<file path="src/rtl/sswc_map.vh">
// Register map, field positions, reset values and timing counts for the
// serial snooze wake controller. Definitions only; included by bare name.
`ifndef SSWC_MAP_VH
`define SSWC_MAP_VH

// Clock and oscillator settling
`define SSWC_CLK_PERIOD_NS   25
`define SSWC_OSC_SETTLE_NS   50000
`define SSWC_OSC_SETTLE_CYC  ((`SSWC_OSC_SETTLE_NS + `SSWC_CLK_PERIOD_NS - 1) / `SSWC_CLK_PERIOD_NS)
`define SSWC_SYNC_LAT_CYC    3

// Only this channel number may wake the chip from standby
`define SSWC_SNZ_CHAN        5

// Register byte offsets
`define SSWC_OFS_CTRL        8'h00
`define SSWC_OFS_RELSEL      8'h04
`define SSWC_OFS_IRQ_GRP     8'h08
`define SSWC_OFS_COMPARE     8'h0c
`define SSWC_OFS_BAUD        8'h10
`define SSWC_OFS_STATUS      8'h14
`define SSWC_OFS_RXDATA      8'h18
`define SSWC_OFS_IRQ_STAT    8'h1c
`define SSWC_OFS_IRQ_MASK    8'h20

// Control register fields
`define SSWC_CTRL_STANDBY    0
`define SSWC_CTRL_SEL_LO     1
`define SSWC_CTRL_SEL_HI     2
`define SSWC_CTRL_ASYNC      3
`define SSWC_CTRL_MATCH      4

// Serial snooze select encodings
`define SSWC_SEL_OFF         2'h0
`define SSWC_SEL_MISMATCH    2'h2

// Release select fields
`define SSWC_REL_ERR         0
`define SSWC_REL_FULL_LO     1
`define SSWC_REL_FULL_HI     2
`define SSWC_FULL_SEL_RXI    2'h1

// Interrupt enable group: wake interrupt bit
`define SSWC_IRQ_GRP_WAKE    1

// Sticky status bits
`define SSWC_ST_WAKE         0
`define SSWC_ST_FULL         1
`define SSWC_ST_ERR          2
`define SSWC_ST_END          3
`define SSWC_ST_W            4

// Reset values
`define SSWC_BAUD_RST        16'h01b2
`define SSWC_CTRL_RST        5'h00

`endif

</file>
<file path="src/rtl/sswc_core.v">
// Serial snooze wake controller: standby, snooze and normal modes around
// one asynchronous receive channel, with its register port and interrupts.
// Assumes a single 40 MHz clock from the fast on-chip oscillator and a
// register master that never sees wait states.
//
// Functional notes
// - Standby plus receive-pin falling edge enters snooze
// - Receiver starts only after oscillator settling time
// - Snooze wake only on channel 5, async
// - Snooze reception samples late, limiting bit rate
// - Snooze runs fast oscillator only, others stopped
// - After character, act per select and release settings
// - Enabled release source raises wake irq, normal mode
// - Wake irq and originating receive irq both presented
// - Select 10b: mismatch returns to standby
// - Error release enable makes errors wake sources
// - Full select 01b makes full a wake source
// - Wake irq forwarded only when enable bit set
// - Selected source always cancels snooze; irq only with enable bit
// - Wake irq also fires outside snooze
`include "sswc_map.vh"
`default_nettype none

module sswc_core #(
   parameter CHAN       = `SSWC_SNZ_CHAN,       // Channel number of this receiver
   parameter SETTLE_CYC = `SSWC_OSC_SETTLE_CYC  // Oscillator settling, cycles
) (
   input  wire        ref_clk_i,               // 40 MHz clock
   input  wire        rst_n_i,                 // Async reset, active low
   input  wire [7:0]  addr_i,                  // Register byte address
   input  wire [31:0] wdata_i,                 // Write data
   input  wire        wr_i,                    // Write strobe
   input  wire        rd_i,                    // Read strobe
   output reg  [31:0] rdata_o,                 // Read data, cycle after rd_i
   input  wire        serial_receive_pin_i,    // Receive line from pin
   output wire        irq_o,                   // Level interrupt
   output reg         snooze_release_irq_o,    // Wake interrupt pulse
   output reg         rx_full_irq_o,           // Receive full pulse
   output reg         rx_err_irq_o,            // Receive error pulse
   output reg         cpu_run_o,               // CPU clock running
   output reg         snooze_o,                // Snooze mode active
   output reg         fast_onchip_osc_en_o,    // Fast oscillator enable
   output reg         slow_onchip_osc_en_o,    // Slow oscillator enable
   output reg         pll_en_o,                // PLL enable
   output reg         main_clk_en_o            // Main clock enable
);

   // Operating modes
   localparam [1:0] M_NORMAL  = 2'h0;
   localparam [1:0] M_STANDBY = 2'h1;
   localparam [1:0] M_SETTLE  = 2'h2;
   localparam [1:0] M_SNZ_RX  = 2'h3;

   // Counts are worked out at full width, then cut to the 16-bit settle timer
   localparam integer SETTLE_LAST_I = SETTLE_CYC - 1;
   localparam integer START_LAG_I   = SETTLE_CYC + `SSWC_SYNC_LAT_CYC;
   localparam [15:0]  SETTLE_LAST   = SETTLE_LAST_I[15:0];
   localparam [15:0]  START_LAG     = START_LAG_I[15:0];

   // Software registers
   reg  [1:0]  snz_sel;                        // serial_snooze_select
   reg         async_mode;
   reg         match_en;
   reg         rx_error_release_enable;
   reg  [1:0]  rx_full_release_select;
   reg         wake_irq_enable_bit;
   reg  [7:0]  compare_data_value;
   reg  [15:0] baud_div;
   reg  [`SSWC_ST_W-1:0] irq_stat;
   reg  [`SSWC_ST_W-1:0] irq_mask;

   // Mode machine
   reg  [1:0]  mode;
   reg  [1:0]  next_mode;
   reg  [15:0] settle_cnt;

   // Pin synchroniser and edge detect
   reg         pin_s1;
   reg         pin_s2;
   reg         pin_prev;
   wire        pin_fall;

   // Receiver hookup
   reg         rx_start;
   reg  [15:0] rx_elapsed;
   reg         rx_late;
   wire        rx_done;
   wire        rx_ferr;
   wire [7:0]  rx_data;
   wire        rx_busy;

   // Event terms
   wire        snz_capable;
   wire        mismatch;
   wire        ev_full;
   wire        ev_err;
   wire        ev_end;
   wire        ev_rel;
   wire        wr_standby;
   wire [`SSWC_ST_W-1:0] stat_set;
   wire        rd_stat;

   // Helper: a one-bit field of the write data
   function wbit;
      input [31:0] d;
      input integer pos;
      begin
         wbit = d[pos];
      end
   endfunction

   // Two flops before anything looks at the pin
   // Reset to the idle level, so leaving reset never fakes a falling edge
   always @(posedge ref_clk_i or negedge rst_n_i) begin
      if (!rst_n_i) begin
         pin_s1   <= 1'b1;
         pin_s2   <= 1'b1;
         pin_prev <= 1'b1;
      end else begin
         pin_s1   <= serial_receive_pin_i;
         pin_s2   <= pin_s1;
         pin_prev <= pin_s2;
      end
   end

   assign pin_fall = pin_prev & ~pin_s2;

   // Only the documented channel in async framing can wake from standby
   assign snz_capable = (CHAN == `SSWC_SNZ_CHAN) && async_mode && (snz_sel != `SSWC_SEL_OFF);

   // Character outcome; match detection suppresses full on a mismatch
   // A framing error never counts as data, so error and full never pair
   assign mismatch = match_en && (rx_data != compare_data_value);
   assign ev_err   = rx_done & rx_ferr;
   assign ev_full  = rx_done & ~rx_ferr & ~mismatch;
   assign ev_end   = rx_done & ~rx_ferr & mismatch & (snz_sel == `SSWC_SEL_MISMATCH);

   // Release sources, live in every mode
   assign ev_rel = (rx_error_release_enable & ev_err)
                 | ((rx_full_release_select == `SSWC_FULL_SEL_RXI) & ev_full);

   assign wr_standby = wr_i && (addr_i == `SSWC_OFS_CTRL)
                       && wbit(wdata_i, `SSWC_CTRL_STANDBY);

   // Next mode
   always @* begin
      next_mode = mode;
      case (mode)
         M_NORMAL: begin
            if (wr_standby)
               next_mode = M_STANDBY;
         end
         M_STANDBY: begin
            if (pin_fall && snz_capable)
               next_mode = M_SETTLE;
         end
         M_SETTLE: begin
            if (settle_cnt == SETTLE_LAST)
               next_mode = M_SNZ_RX;
         end
         // A glitch start bit leaves the receiver idle, so the next edge retries
         M_SNZ_RX: begin
            if (ev_rel)
               next_mode = M_NORMAL;
            else if (ev_end)
               next_mode = M_STANDBY;
            else if (!rx_busy && pin_fall)
               next_mode = M_SETTLE;
         end
         default: next_mode = M_NORMAL;
      endcase
   end

   // Mode register and settle timer
   // The timer restarts on every entry, so each snooze settles in full
   always @(posedge ref_clk_i or negedge rst_n_i) begin
      if (!rst_n_i) begin
         mode       <= M_NORMAL;
         settle_cnt <= 16'h0000;
      end else begin
         mode <= next_mode;
         if (mode == M_SETTLE)
            settle_cnt <= settle_cnt + 16'h0001;
         else
            settle_cnt <= 16'h0000;
      end
   end

   // Clock tree and CPU state follow the mode
   // Taken from next_mode so clocks switch at the same edge as the mode
   always @(posedge ref_clk_i or negedge rst_n_i) begin
      if (!rst_n_i) begin
         cpu_run_o            <= 1'b1;
         snooze_o             <= 1'b0;
         fast_onchip_osc_en_o <= 1'b1;
         slow_onchip_osc_en_o <= 1'b1;
         pll_en_o             <= 1'b1;
         main_clk_en_o        <= 1'b1;
      end else begin
         cpu_run_o            <= (next_mode == M_NORMAL);
         snooze_o             <= (next_mode == M_SETTLE) || (next_mode == M_SNZ_RX);
         fast_onchip_osc_en_o <= (next_mode != M_STANDBY);
         slow_onchip_osc_en_o <= (next_mode == M_NORMAL);
         pll_en_o             <= (next_mode == M_NORMAL);
         main_clk_en_o        <= (next_mode == M_NORMAL);
      end
   end

   // Receiver start: at once in normal mode, after settling in snooze.
   // In snooze the start bit is already under way, so timing resumes late.
   // Settling must end before the late start-bit sample, or that check is lost
   always @* begin
      rx_start   = 1'b0;
      rx_elapsed = 16'h0000;
      rx_late    = 1'b0;
      if (mode == M_NORMAL) begin
         rx_start = pin_fall;
      end else if (mode == M_SETTLE && settle_cnt == SETTLE_LAST) begin
         rx_start   = 1'b1;
         rx_elapsed = START_LAG;
         rx_late    = 1'b1;
      end else if (mode == M_SNZ_RX) begin
         rx_late    = 1'b1;
      end
   end

   sswc_rx #(
      .W         (16)
   ) u_rx (
      .ref_clk_i (ref_clk_i),
      .rst_n_i   (rst_n_i),
      .rx_i      (pin_s2),
      .start_i   (rx_start),
      .elapsed_i (rx_elapsed),
      .late_i    (rx_late),
      .div_i     (baud_div),
      .done_o    (rx_done),
      .err_o     (rx_ferr),
      .data_o    (rx_data),
      .busy_o    (rx_busy)
   );

   // Interrupt pulses: wake and its originating source in the same cycle
   // Both are registered, so the CPU sees them side by side on return
   always @(posedge ref_clk_i or negedge rst_n_i) begin
      if (!rst_n_i) begin
         snooze_release_irq_o <= 1'b0;
         rx_full_irq_o        <= 1'b0;
         rx_err_irq_o         <= 1'b0;
      end else begin
         snooze_release_irq_o <= ev_rel & wake_irq_enable_bit;
         rx_full_irq_o        <= ev_full;
         rx_err_irq_o         <= ev_err;
      end
   end

   // Sticky status: a set in the cycle of the clearing read wins
   assign rd_stat  = rd_i && (addr_i == `SSWC_OFS_IRQ_STAT);
   assign stat_set = {ev_end, ev_err, ev_full, ev_rel & wake_irq_enable_bit};

   always @(posedge ref_clk_i or negedge rst_n_i) begin
      if (!rst_n_i)
         irq_stat <= {`SSWC_ST_W{1'b0}};
      else if (rd_stat)
         irq_stat <= stat_set;
      else
         irq_stat <= irq_stat | stat_set;
   end

   assign irq_o = |(irq_stat & irq_mask);

   // Register writes
   always @(posedge ref_clk_i or negedge rst_n_i) begin
      if (!rst_n_i) begin
         snz_sel                 <= `SSWC_SEL_OFF;
         async_mode              <= 1'b0;
         match_en                <= 1'b0;
         rx_error_release_enable <= 1'b0;
         rx_full_release_select  <= 2'h0;
         wake_irq_enable_bit     <= 1'b0;
         compare_data_value      <= 8'h00;
         baud_div                <= `SSWC_BAUD_RST;
         irq_mask                <= {`SSWC_ST_W{1'b0}};
      end else if (wr_i) begin
         case (addr_i)
            `SSWC_OFS_CTRL: begin
               snz_sel    <= wdata_i[`SSWC_CTRL_SEL_HI:`SSWC_CTRL_SEL_LO];
               async_mode <= wbit(wdata_i, `SSWC_CTRL_ASYNC);
               match_en   <= wbit(wdata_i, `SSWC_CTRL_MATCH);
            end
            `SSWC_OFS_RELSEL: begin
               rx_error_release_enable <= wbit(wdata_i, `SSWC_REL_ERR);
               rx_full_release_select  <= wdata_i[`SSWC_REL_FULL_HI:`SSWC_REL_FULL_LO];
            end
            `SSWC_OFS_IRQ_GRP: begin
               wake_irq_enable_bit <= wbit(wdata_i, `SSWC_IRQ_GRP_WAKE);
            end
            `SSWC_OFS_COMPARE: begin
               compare_data_value <= wdata_i[7:0];
            end
            `SSWC_OFS_BAUD: begin
               baud_div <= wdata_i[15:0];
            end
            `SSWC_OFS_IRQ_MASK: begin
               irq_mask <= wdata_i[`SSWC_ST_W-1:0];
            end
            default: begin
            end
         endcase
      end
   end

   // Read data, one cycle after the strobe and zero otherwise
   always @(posedge ref_clk_i or negedge rst_n_i) begin
      if (!rst_n_i) begin
         rdata_o <= 32'h00000000;
      end else if (rd_i) begin
         case (addr_i)
            `SSWC_OFS_CTRL:     rdata_o <= {27'h0000000, match_en, async_mode, snz_sel, 1'b0};
            `SSWC_OFS_RELSEL:   rdata_o <= {29'h00000000, rx_full_release_select,
                                            rx_error_release_enable};
            `SSWC_OFS_IRQ_GRP:  rdata_o <= {30'h00000000, wake_irq_enable_bit, 1'b0};
            `SSWC_OFS_COMPARE:  rdata_o <= {24'h000000, compare_data_value};
            `SSWC_OFS_BAUD:     rdata_o <= {16'h0000, baud_div};
            `SSWC_OFS_STATUS:   rdata_o <= {29'h00000000, rx_busy, mode};
            `SSWC_OFS_RXDATA:   rdata_o <= {24'h000000, rx_data};
            `SSWC_OFS_IRQ_STAT: rdata_o <= {28'h0000000, irq_stat};
            `SSWC_OFS_IRQ_MASK: rdata_o <= {28'h0000000, irq_mask};
            default:            rdata_o <= 32'h00000000;
         endcase
      end else begin
         rdata_o <= 32'h00000000;
      end
   end

endmodule // sswc_core

`default_nettype wire

</file>
<file path="src/rtl/sswc_rx.v">
// Asynchronous 8N1 character receiver for the snooze wake controller.
// Assumes rx_i is already synchronised to ref_clk_i and div_i >= 4.
`default_nettype none

module sswc_rx #(
   parameter W = 16                            // Width of bit timer
) (
   input  wire         ref_clk_i,              // Block clock
   input  wire         rst_n_i,                // Async reset, active low
   input  wire         rx_i,                   // Synchronised line level
   input  wire         start_i,                // Start edge seen, pulse
   input  wire [W-1:0] elapsed_i,              // Cycles already gone in start bit
   input  wire         late_i,                 // Sample late in each bit
   input  wire [W-1:0] div_i,                  // Cycles per bit
   output reg          done_o,                 // Character complete, pulse
   output reg          err_o,                  // Framing error with done_o
   output reg  [7:0]   data_o,                 // Received character
   output reg          busy_o                  // Character in progress
);

   reg  [W-1:0] cnt;
   reg  [3:0]   idx;
   reg  [7:0]   shift;
   wire [W-1:0] point;

   // Late point buys time for the wake path; it narrows the usable bit rate
   assign point = late_i ? (div_i - (div_i >> 2)) : (div_i >> 1);

   // Bit timer, shifter and stop-bit check
   always @(posedge ref_clk_i or negedge rst_n_i) begin
      if (!rst_n_i) begin
         cnt    <= {W{1'b0}};
         idx    <= 4'h0;
         shift  <= 8'h00;
         busy_o <= 1'b0;
         done_o <= 1'b0;
         err_o  <= 1'b0;
         data_o <= 8'h00;
      end else begin
         done_o <= 1'b0;
         if (!busy_o) begin
            if (start_i) begin
               busy_o <= 1'b1;
               idx    <= 4'h0;
               cnt    <= elapsed_i;
            end
         end else begin
            if (cnt == div_i - 1'b1) begin
               cnt <= {W{1'b0}};
               idx <= idx + 4'h1;
            end else begin
               cnt <= cnt + 1'b1;
            end
            if (cnt == point) begin
               if (idx == 4'h0) begin
                  if (rx_i)
                     busy_o <= 1'b0;           // Glitch, not a start bit
               end else if (idx == 4'h9) begin
                  busy_o <= 1'b0;
                  done_o <= 1'b1;
                  err_o  <= ~rx_i;
                  data_o <= shift;
               end else begin
                  shift <= {rx_i, shift[7:1]};
               end
            end
         end
      end
   end

endmodule // sswc_rx

`default_nettype wire

</file>
<file path="config.mk">
export PLATFORM = sky130hd
export DESIGN_NAME = sswc_core
export DESIGN_NICKNAME = d
export VERILOG_FILES = /design/src/rtl/sswc_core.v /design/src/rtl/sswc_rx.v
export VERILOG_INCLUDE_DIRS = /design/src /design/src/rtl
export SDC_FILE = /design/constraint.sdc
export NUM_CORES = 1
export LEC_CHECK = 0
export BUFFER_PORTS_ARGS = -buffer_cell sky130_fd_sc_hd__buf_4
export CAP_MARGIN = 20
export CORE_AREA = 3 3 155 172
export CTS_BUF_LIST = sky130_fd_sc_hd__clkbuf_4
export CTS_CLUSTER_DIAMETER = 80
export DETAILED_ROUTE_END_ITERATION = 10
export DIE_AREA = 0 0 158 175
export HOLD_SLACK_MARGIN = 0.02
export PLACE_DENSITY_LB_ADDON = 0.2
export SETUP_SLACK_MARGIN = 0.15
export SYNTH_ARGS = -nofsm -noshare
export SYNTH_HDL_FRONTEND = slang
export SYNTH_SLANG_ARGS = --single-unit
</file>
<file path="constraint.sdc">
create_clock -name ref_clk_i -period 7.5 [get_ports ref_clk_i]
set_input_delay 0.75 -clock ref_clk_i [delete_from_list [all_inputs] [get_ports ref_clk_i]]
set_output_delay 0.75 -clock ref_clk_i [all_outputs]
set_load 0.02 [all_outputs]
</file>
-- After elaboration in Yosys (flattened, before gate mapping)
Cells that the tools add are included.
- eq/ne operators: 22
- muxes and demuxes: 35
- add/subtract/negate cells: 5
- bitwise operators: 17
- reductions and logical operators: 26
- operators with widths (cell ; number):
    16-bit case mux with 9 select lines ; 1
    16-bit 2-to-1 mux ; 5
    16-bit by 1-bit adder with 16-bit output, second input constant ; 2
    16-bit == test ; 2
    8-bit by 5-bit == test with 1-bit output, second input constant ; 4
    32-bit 2-to-1 mux ; 1
    11-bit 2-to-1 mux ; 2
    16-bit by 11-bit == test with 1-bit output, second input constant ; 1
    8-bit by 4-bit == test with 1-bit output, second input constant ; 2
    4-bit 2-to-1 mux ; 4
    16-bit by 1-bit subtractor with 16-bit output, second input constant ; 1
    16-bit by 14-bit subtractor with 16-bit output ; 1
    1-bit 2-to-1 mux ; 15
    2-bit AND reduction ; 7
    2-bit 2-to-1 mux ; 6
    2-bit == test, second input constant ; 5
    1-bit AND ; 9
    8-bit by 3-bit == test with 1-bit output, second input constant ; 1
    8-bit by 6-bit == test with 1-bit output, second input constant ; 1
    1-bit logical AND ; 8
    8-bit zero test ; 1
    8-bit != test ; 1
    2-bit case mux with 4 select lines ; 1
    4-bit AND reduction ; 2
    other kinds (15) ; 22
- register bits: 138
- output and inout port bits: 42

-- Longest topological paths before layout
- depth after elaboration: 10
- mapped depth: 13
- mapped depth without buffers: 12

-- By module
From an unflattened synthesis, not the netlist that was laid out.
- cells, all modules: 830
- area, all modules: 8015.2 µm²
- by module, submodules not included (module ; area an instance (µm²) ; instances ; cells an instance ; sequential area each (µm²)):
    sswc_rx ; 4139.0 ; 1 ; 503 ; 975.9
    sswc_core ; 3876.2 ; 1 ; 327 ; 2064.5

-- Least setup slack after synthesis
No wires, ideal clock.
- path kind: reg-to-reg
- from: reg baud_div[8]
- to: reg u_rx.shift[0]
- slack: 3.849 ns
- period minus slack after synthesis: 3.651 ns
- setup time: 0.125 ns
- cell stages (with the launch flop): 14
- required time: 7.375 ns
- arrival: 3.526 ns
- path through: dfstp_2 clkbuf_1 inv_1 ha_1 a21o_1 a31oi_1 inv_1 o31ai_1 xnor2_1 nor4b_1 o2111ai_1 or3b_2 clkbuf_1 mux2_2
- longest elaborated chain between the ends: 4
- RTL lines (element ; RTL line ; RTL):
    start, declared ; sswc_core.v:68 ; reg [15:0] baud_div;
    start signal, assigned ; sswc_core.v:282 ; baud_div <= `SSWC_BAUD_RST;
    start signal, assigned ; sswc_core.v:302 ; baud_div <= wdata_i[15:0];
    16-bit by 14-bit subtractor with 16-bit output ; sswc_rx.v:27 ; assign point = late_i ? (div_i - (div_i >> 2)) : (div_i >> 1);
    16-bit 2-to-1 mux (*) ; sswc_rx.v:27 ;
    16-bit == test (*) ; sswc_rx.v:54 ; if (cnt == point) begin
    4-bit AND reduction (no source line) (*) ; - ;
    end signal, assigned ; sswc_rx.v:64 ; shift <= {rx_i, shift[7:1]};
    end, declared ; sswc_rx.v:23 ; reg [7:0] shift;
Every way passes the cells marked *; elsewhere a longest branch is shown, timed or not.
A chain may end at the register's enable or synchronous reset.

-- Worst setup path after layout
- from: reg baud_div[8]
- to: reg u_rx.data_o[3]
- longest elaborated chain between the ends: 4
- RTL lines (element ; RTL line ; RTL):
    16-bit by 14-bit subtractor with 16-bit output ; sswc_rx.v:27 ;
    16-bit 2-to-1 mux (*) ; sswc_rx.v:27 ;
    16-bit == test (*) ; sswc_rx.v:54 ;
    4-bit AND reduction (no source line) (*) ; - ;
    end signal, assigned ; sswc_rx.v:62 ; data_o <= shift;
    end, declared ; sswc_rx.v:17 ; output reg [7:0] data_o,
Marked as above.

==> metrics.txt <==
Main synth FF type dfrtp_1; CTS buffer count 17; CP max FO 10; reg2reg end u_rx.data_o[3]$_DFFE_PN0P_; Skew-Pair Late Insertion Delay roughly 0.53 ns; initial cell density of the core 0.297; Post-synth EDFFs 0; port bufs 54; hold buffers post-CTS 0; area delta synth->final 12.3%; HPWL after DPL 14400 um; post-synth top area share 0.376; DR vias just under 6000; root buffer cell clkbuf_4; sequential area share after synthesis 0.411; Fillers between 2000 and 3000; worst slew pin tran 0.890 ns; Vias/cell around 5.2; post-synthesis cell type count 75; Die ar. ~0.028 mm^2; I/O pin cnt 87; post-layout net count roughly 900; worst vdd ir 0.0000965 V; fin crit period about 4.3 ns; outcome finished clean; PwrDens ~220 mW/mm^2; Critical Path RT 7.92 ns; first-pass GRT wire length 31400 um; CP Buf/Inv Count 2; asr flop ratio synth 1.00; Worst Path Arrival ~4.7 ns; CTS tree done; maxcap violations 0; GRT Resource Usage Total 0.143; Hold WC Path Type input port to asynchronous set/reset pin; clk buf depth 2; Worst slew margin 0.402; CTS Sinks ~120; area of the multi-input gates roughly 0.004 mm^2; Mean Syn Cell Area 9.57 um^2; Reg clk slew, reported paths about 0.13 ns; crit-path most repeated cell inv_1; GRT overflow 0; H-tree levels 4; Worst Reg-to-Reg Cells 11; drt pass-1 iters 5; number of global-route vias before repair roughly 5700; delay-heaviest family, CP simple AND/OR/NAND/NOR gates; crit path capture type register; main area contributors after synthesis dfrtp_1 (38%), mux2_2 (7.9%), xnor2_1 (4.3%); post-route ant nets 0; Tcrit/Tclk final 0.573; DRT iter0 DRCs 309; WL per Instance ~17 um; drc violations 0; core footprint 0.0251 mm^2; initial antenna violation count 1; Placer Congestion about 0.85; Yosys reg bits 122; cell row count 61; final setup violation count 0; largest net degree at the start of global routing 57; R2R Path Start baud_div[8]$_DFFE_PN1P_; Die W approximately 160 um; crit start category register; area leader, netlist dfrtp_1; Cells after Synth between 700 and 800; final hold vios 0; register area just over 0.003 mm^2; Routed WL between 15000 and 20000 um; fmax ~0.23 GHz; crit-path cells inv_1 -> ha_1 -> a21o_1 -> a31oi_1 -> inv_1 -> o31ai_1 -> xnor2_1 -> nor4b_1 -> o2111ai_1 -> or4b_1 -> mux2_2; Crit path largest cell delay ~0.8 ns; ratio of cells with drive above 1 in the final layout 0.201; yosys warns 0; Slowest cell on crit path or4b_1; Finished Core Util 0.333; synthesized cell area between 0.007 and 0.008 mm^2; setup bufs post-CTS 0; Leak between 3 and 4 nW; setup skew after layout roughly 0.017 ns; r2r setup slk approximately 3.2 ns; setup TNS 0 ns; cts repair resizes 0; Die H around 180 um; class of the most critical setup path register to register; RSZ-0062 raised after global routing false; Max Slew Vio Count 0
sequential cells by signal (all words and copies together), names as in the netlist, 2 cells and up:
register,count
rx_full_release_select,2
u_rx.shift,8
u_rx.cnt,16
u_rx.idx,4
snz_sel,2
irq_mask,4
u_rx.data_o,8
rdata_o,16
settle_cnt,16
mode,2
compare_data_value,8
irq_stat,4
baud_div,16
worst register-to-register path, delay by kind of cell (launching register included):
kind                       cells  cell delay [ns]
AOI/OAI and AO/OA              4             1.12
buffers and inverters          2             0.23
muxes                          1             0.37
xor gates and xnor gates       1             0.18
adders and majority gates      1             0.35
DFF                            1             0.69
and+or+nand+nor                2             1.27
routing by layer:
metal | part of all wire | global-route usage | vias up
li1 | - | - | 2830
met2 | 0.47 | 0.225 | 125
met4 | 0.011 | 0.0280 | 0
met5 | 0 | 0 | -
met3 | 0.034 | 0.0285 | 13
met1 | 0.49 | 0.204 | 2943
cell families (layout without fill, tap and decap cells):
logic type                 Yosys count  after routing  share of synthesized area
muxes                               59             59                     0.0896
DFF                                122            122                      0.411
AOI/OAI and AO/OA                  163            163                      0.146
and+or+nand+nor                    248            248                      0.171
other                                1             17                   0.000503
adders and majority gates           21             21                     0.0363
buffers and inverters               91            124                     0.0572
xor gates and xnor gates            74             74                     0.0879
worst max path at each step:
stage                                       start                    endpoint  slack, ns  depth (start not counted)
after floorplan           baud_div[8]$_DFFE_PN1P_   u_rx.shift[0]$_DFFE_PN0P_       3.85                         13
after global placement    baud_div[0]$_DFFE_PN0P_  u_rx.data_o[1]$_DFFE_PN0P_       3.22                         12
after detailed placement  baud_div[5]$_DFFE_PN1P_  u_rx.data_o[0]$_DFFE_PN0P_       3.26                         11
after CTS                 baud_div[0]$_DFFE_PN0P_  u_rx.data_o[5]$_DFFE_PN0P_       3.20                         12
after global routing      baud_div[0]$_DFFE_PN0P_  u_rx.data_o[5]$_DFFE_PN0P_       2.92                         12
final                     baud_div[8]$_DFFE_PN1P_  u_rx.data_o[3]$_DFFE_PN0P_       3.20                         11
cells in the mapped netlist (all sizes together) (4+ instances only):
| cell | instances |
|---|---|
| dfrtp | 112 |
| nand2 | 64 |
| mux2 | 52 |
| nor2 | 52 |
| o21ai | 43 |
| xnor2 | 38 |
| xor2 | 36 |
| clkbuf | 32 |
| inv | 31 |
| a21oi | 29 |
| buf | 27 |
| and3 | 22 |
| ha | 20 |
| nand3 | 19 |
| a31oi | 17 |
| nor4 | 14 |
| nand4 | 13 |
| nor3 | 13 |
| a21o | 12 |
| dfstp | 10 |
| nand2b | 8 |
| nor2b | 7 |
| or2 | 7 |
| or3 | 7 |
| a22oi | 6 |
| mux2i | 6 |
| nand3b | 5 |
| a221oi | 4 |
| a22o | 4 |
| a32oi | 4 |
| and2 | 4 |
| o2111ai | 4 |
| o22a | 4 |
| o22ai | 4 |
| o31ai | 4 |
where the power goes:
| group | internal, mW | total, mW | switching (mW) | leakage (nW) |
|---|---|---|---|---|
| Sequential | 0.699 | 0.803 | 0.104 | 1.64 |
| Clock | 0.240 | 0.536 | 0.296 | 0.170 |
| Combinational | 0.219 | 0.463 | 0.243 | 2.06 |
layout by cell type (no fill, tap or decap), drive strengths merged, types with 20 or more instances in the layout:
master	n
mux2	52
xnor2	38
nand2	64
dfrtp	112
o21ai	43
buf	60
inv	37
a21oi	29
xor2	36
nor2	52
ha	20
and3	22
metrics by stage:
stage	total power, mW	setup WS [ns]	instances	hold WS [ns]	instance area, um^2
6_report	1.80	3.20	1143	0.0866	8370
5_1_grt	1.91	2.92	1143	0.0383	8370
4_1_cts	1.82	3.20	1142	0.0501	8370
3_5_place_dp	1.28	3.26	1110	0.348	8050
3_3_place_gp	1.28	3.22	1110	0.350	8050
2_1_floorplan	1.16	3.85	794	0.345	7510
final cells by class:
type / count / share of cell area
inverter: 32 / 0.0144
multi-input combinational: 581 / 0.480
tap: 315 / 0.0471
sequential: 122 / 0.366
timing repair buffer: 60 / 0.0538
clock inverter: 15 / 0.0227
antenna: 1 / 0.000299
clock buffer: 17 / 0.0152
Power figures use the tool's default switching activity.
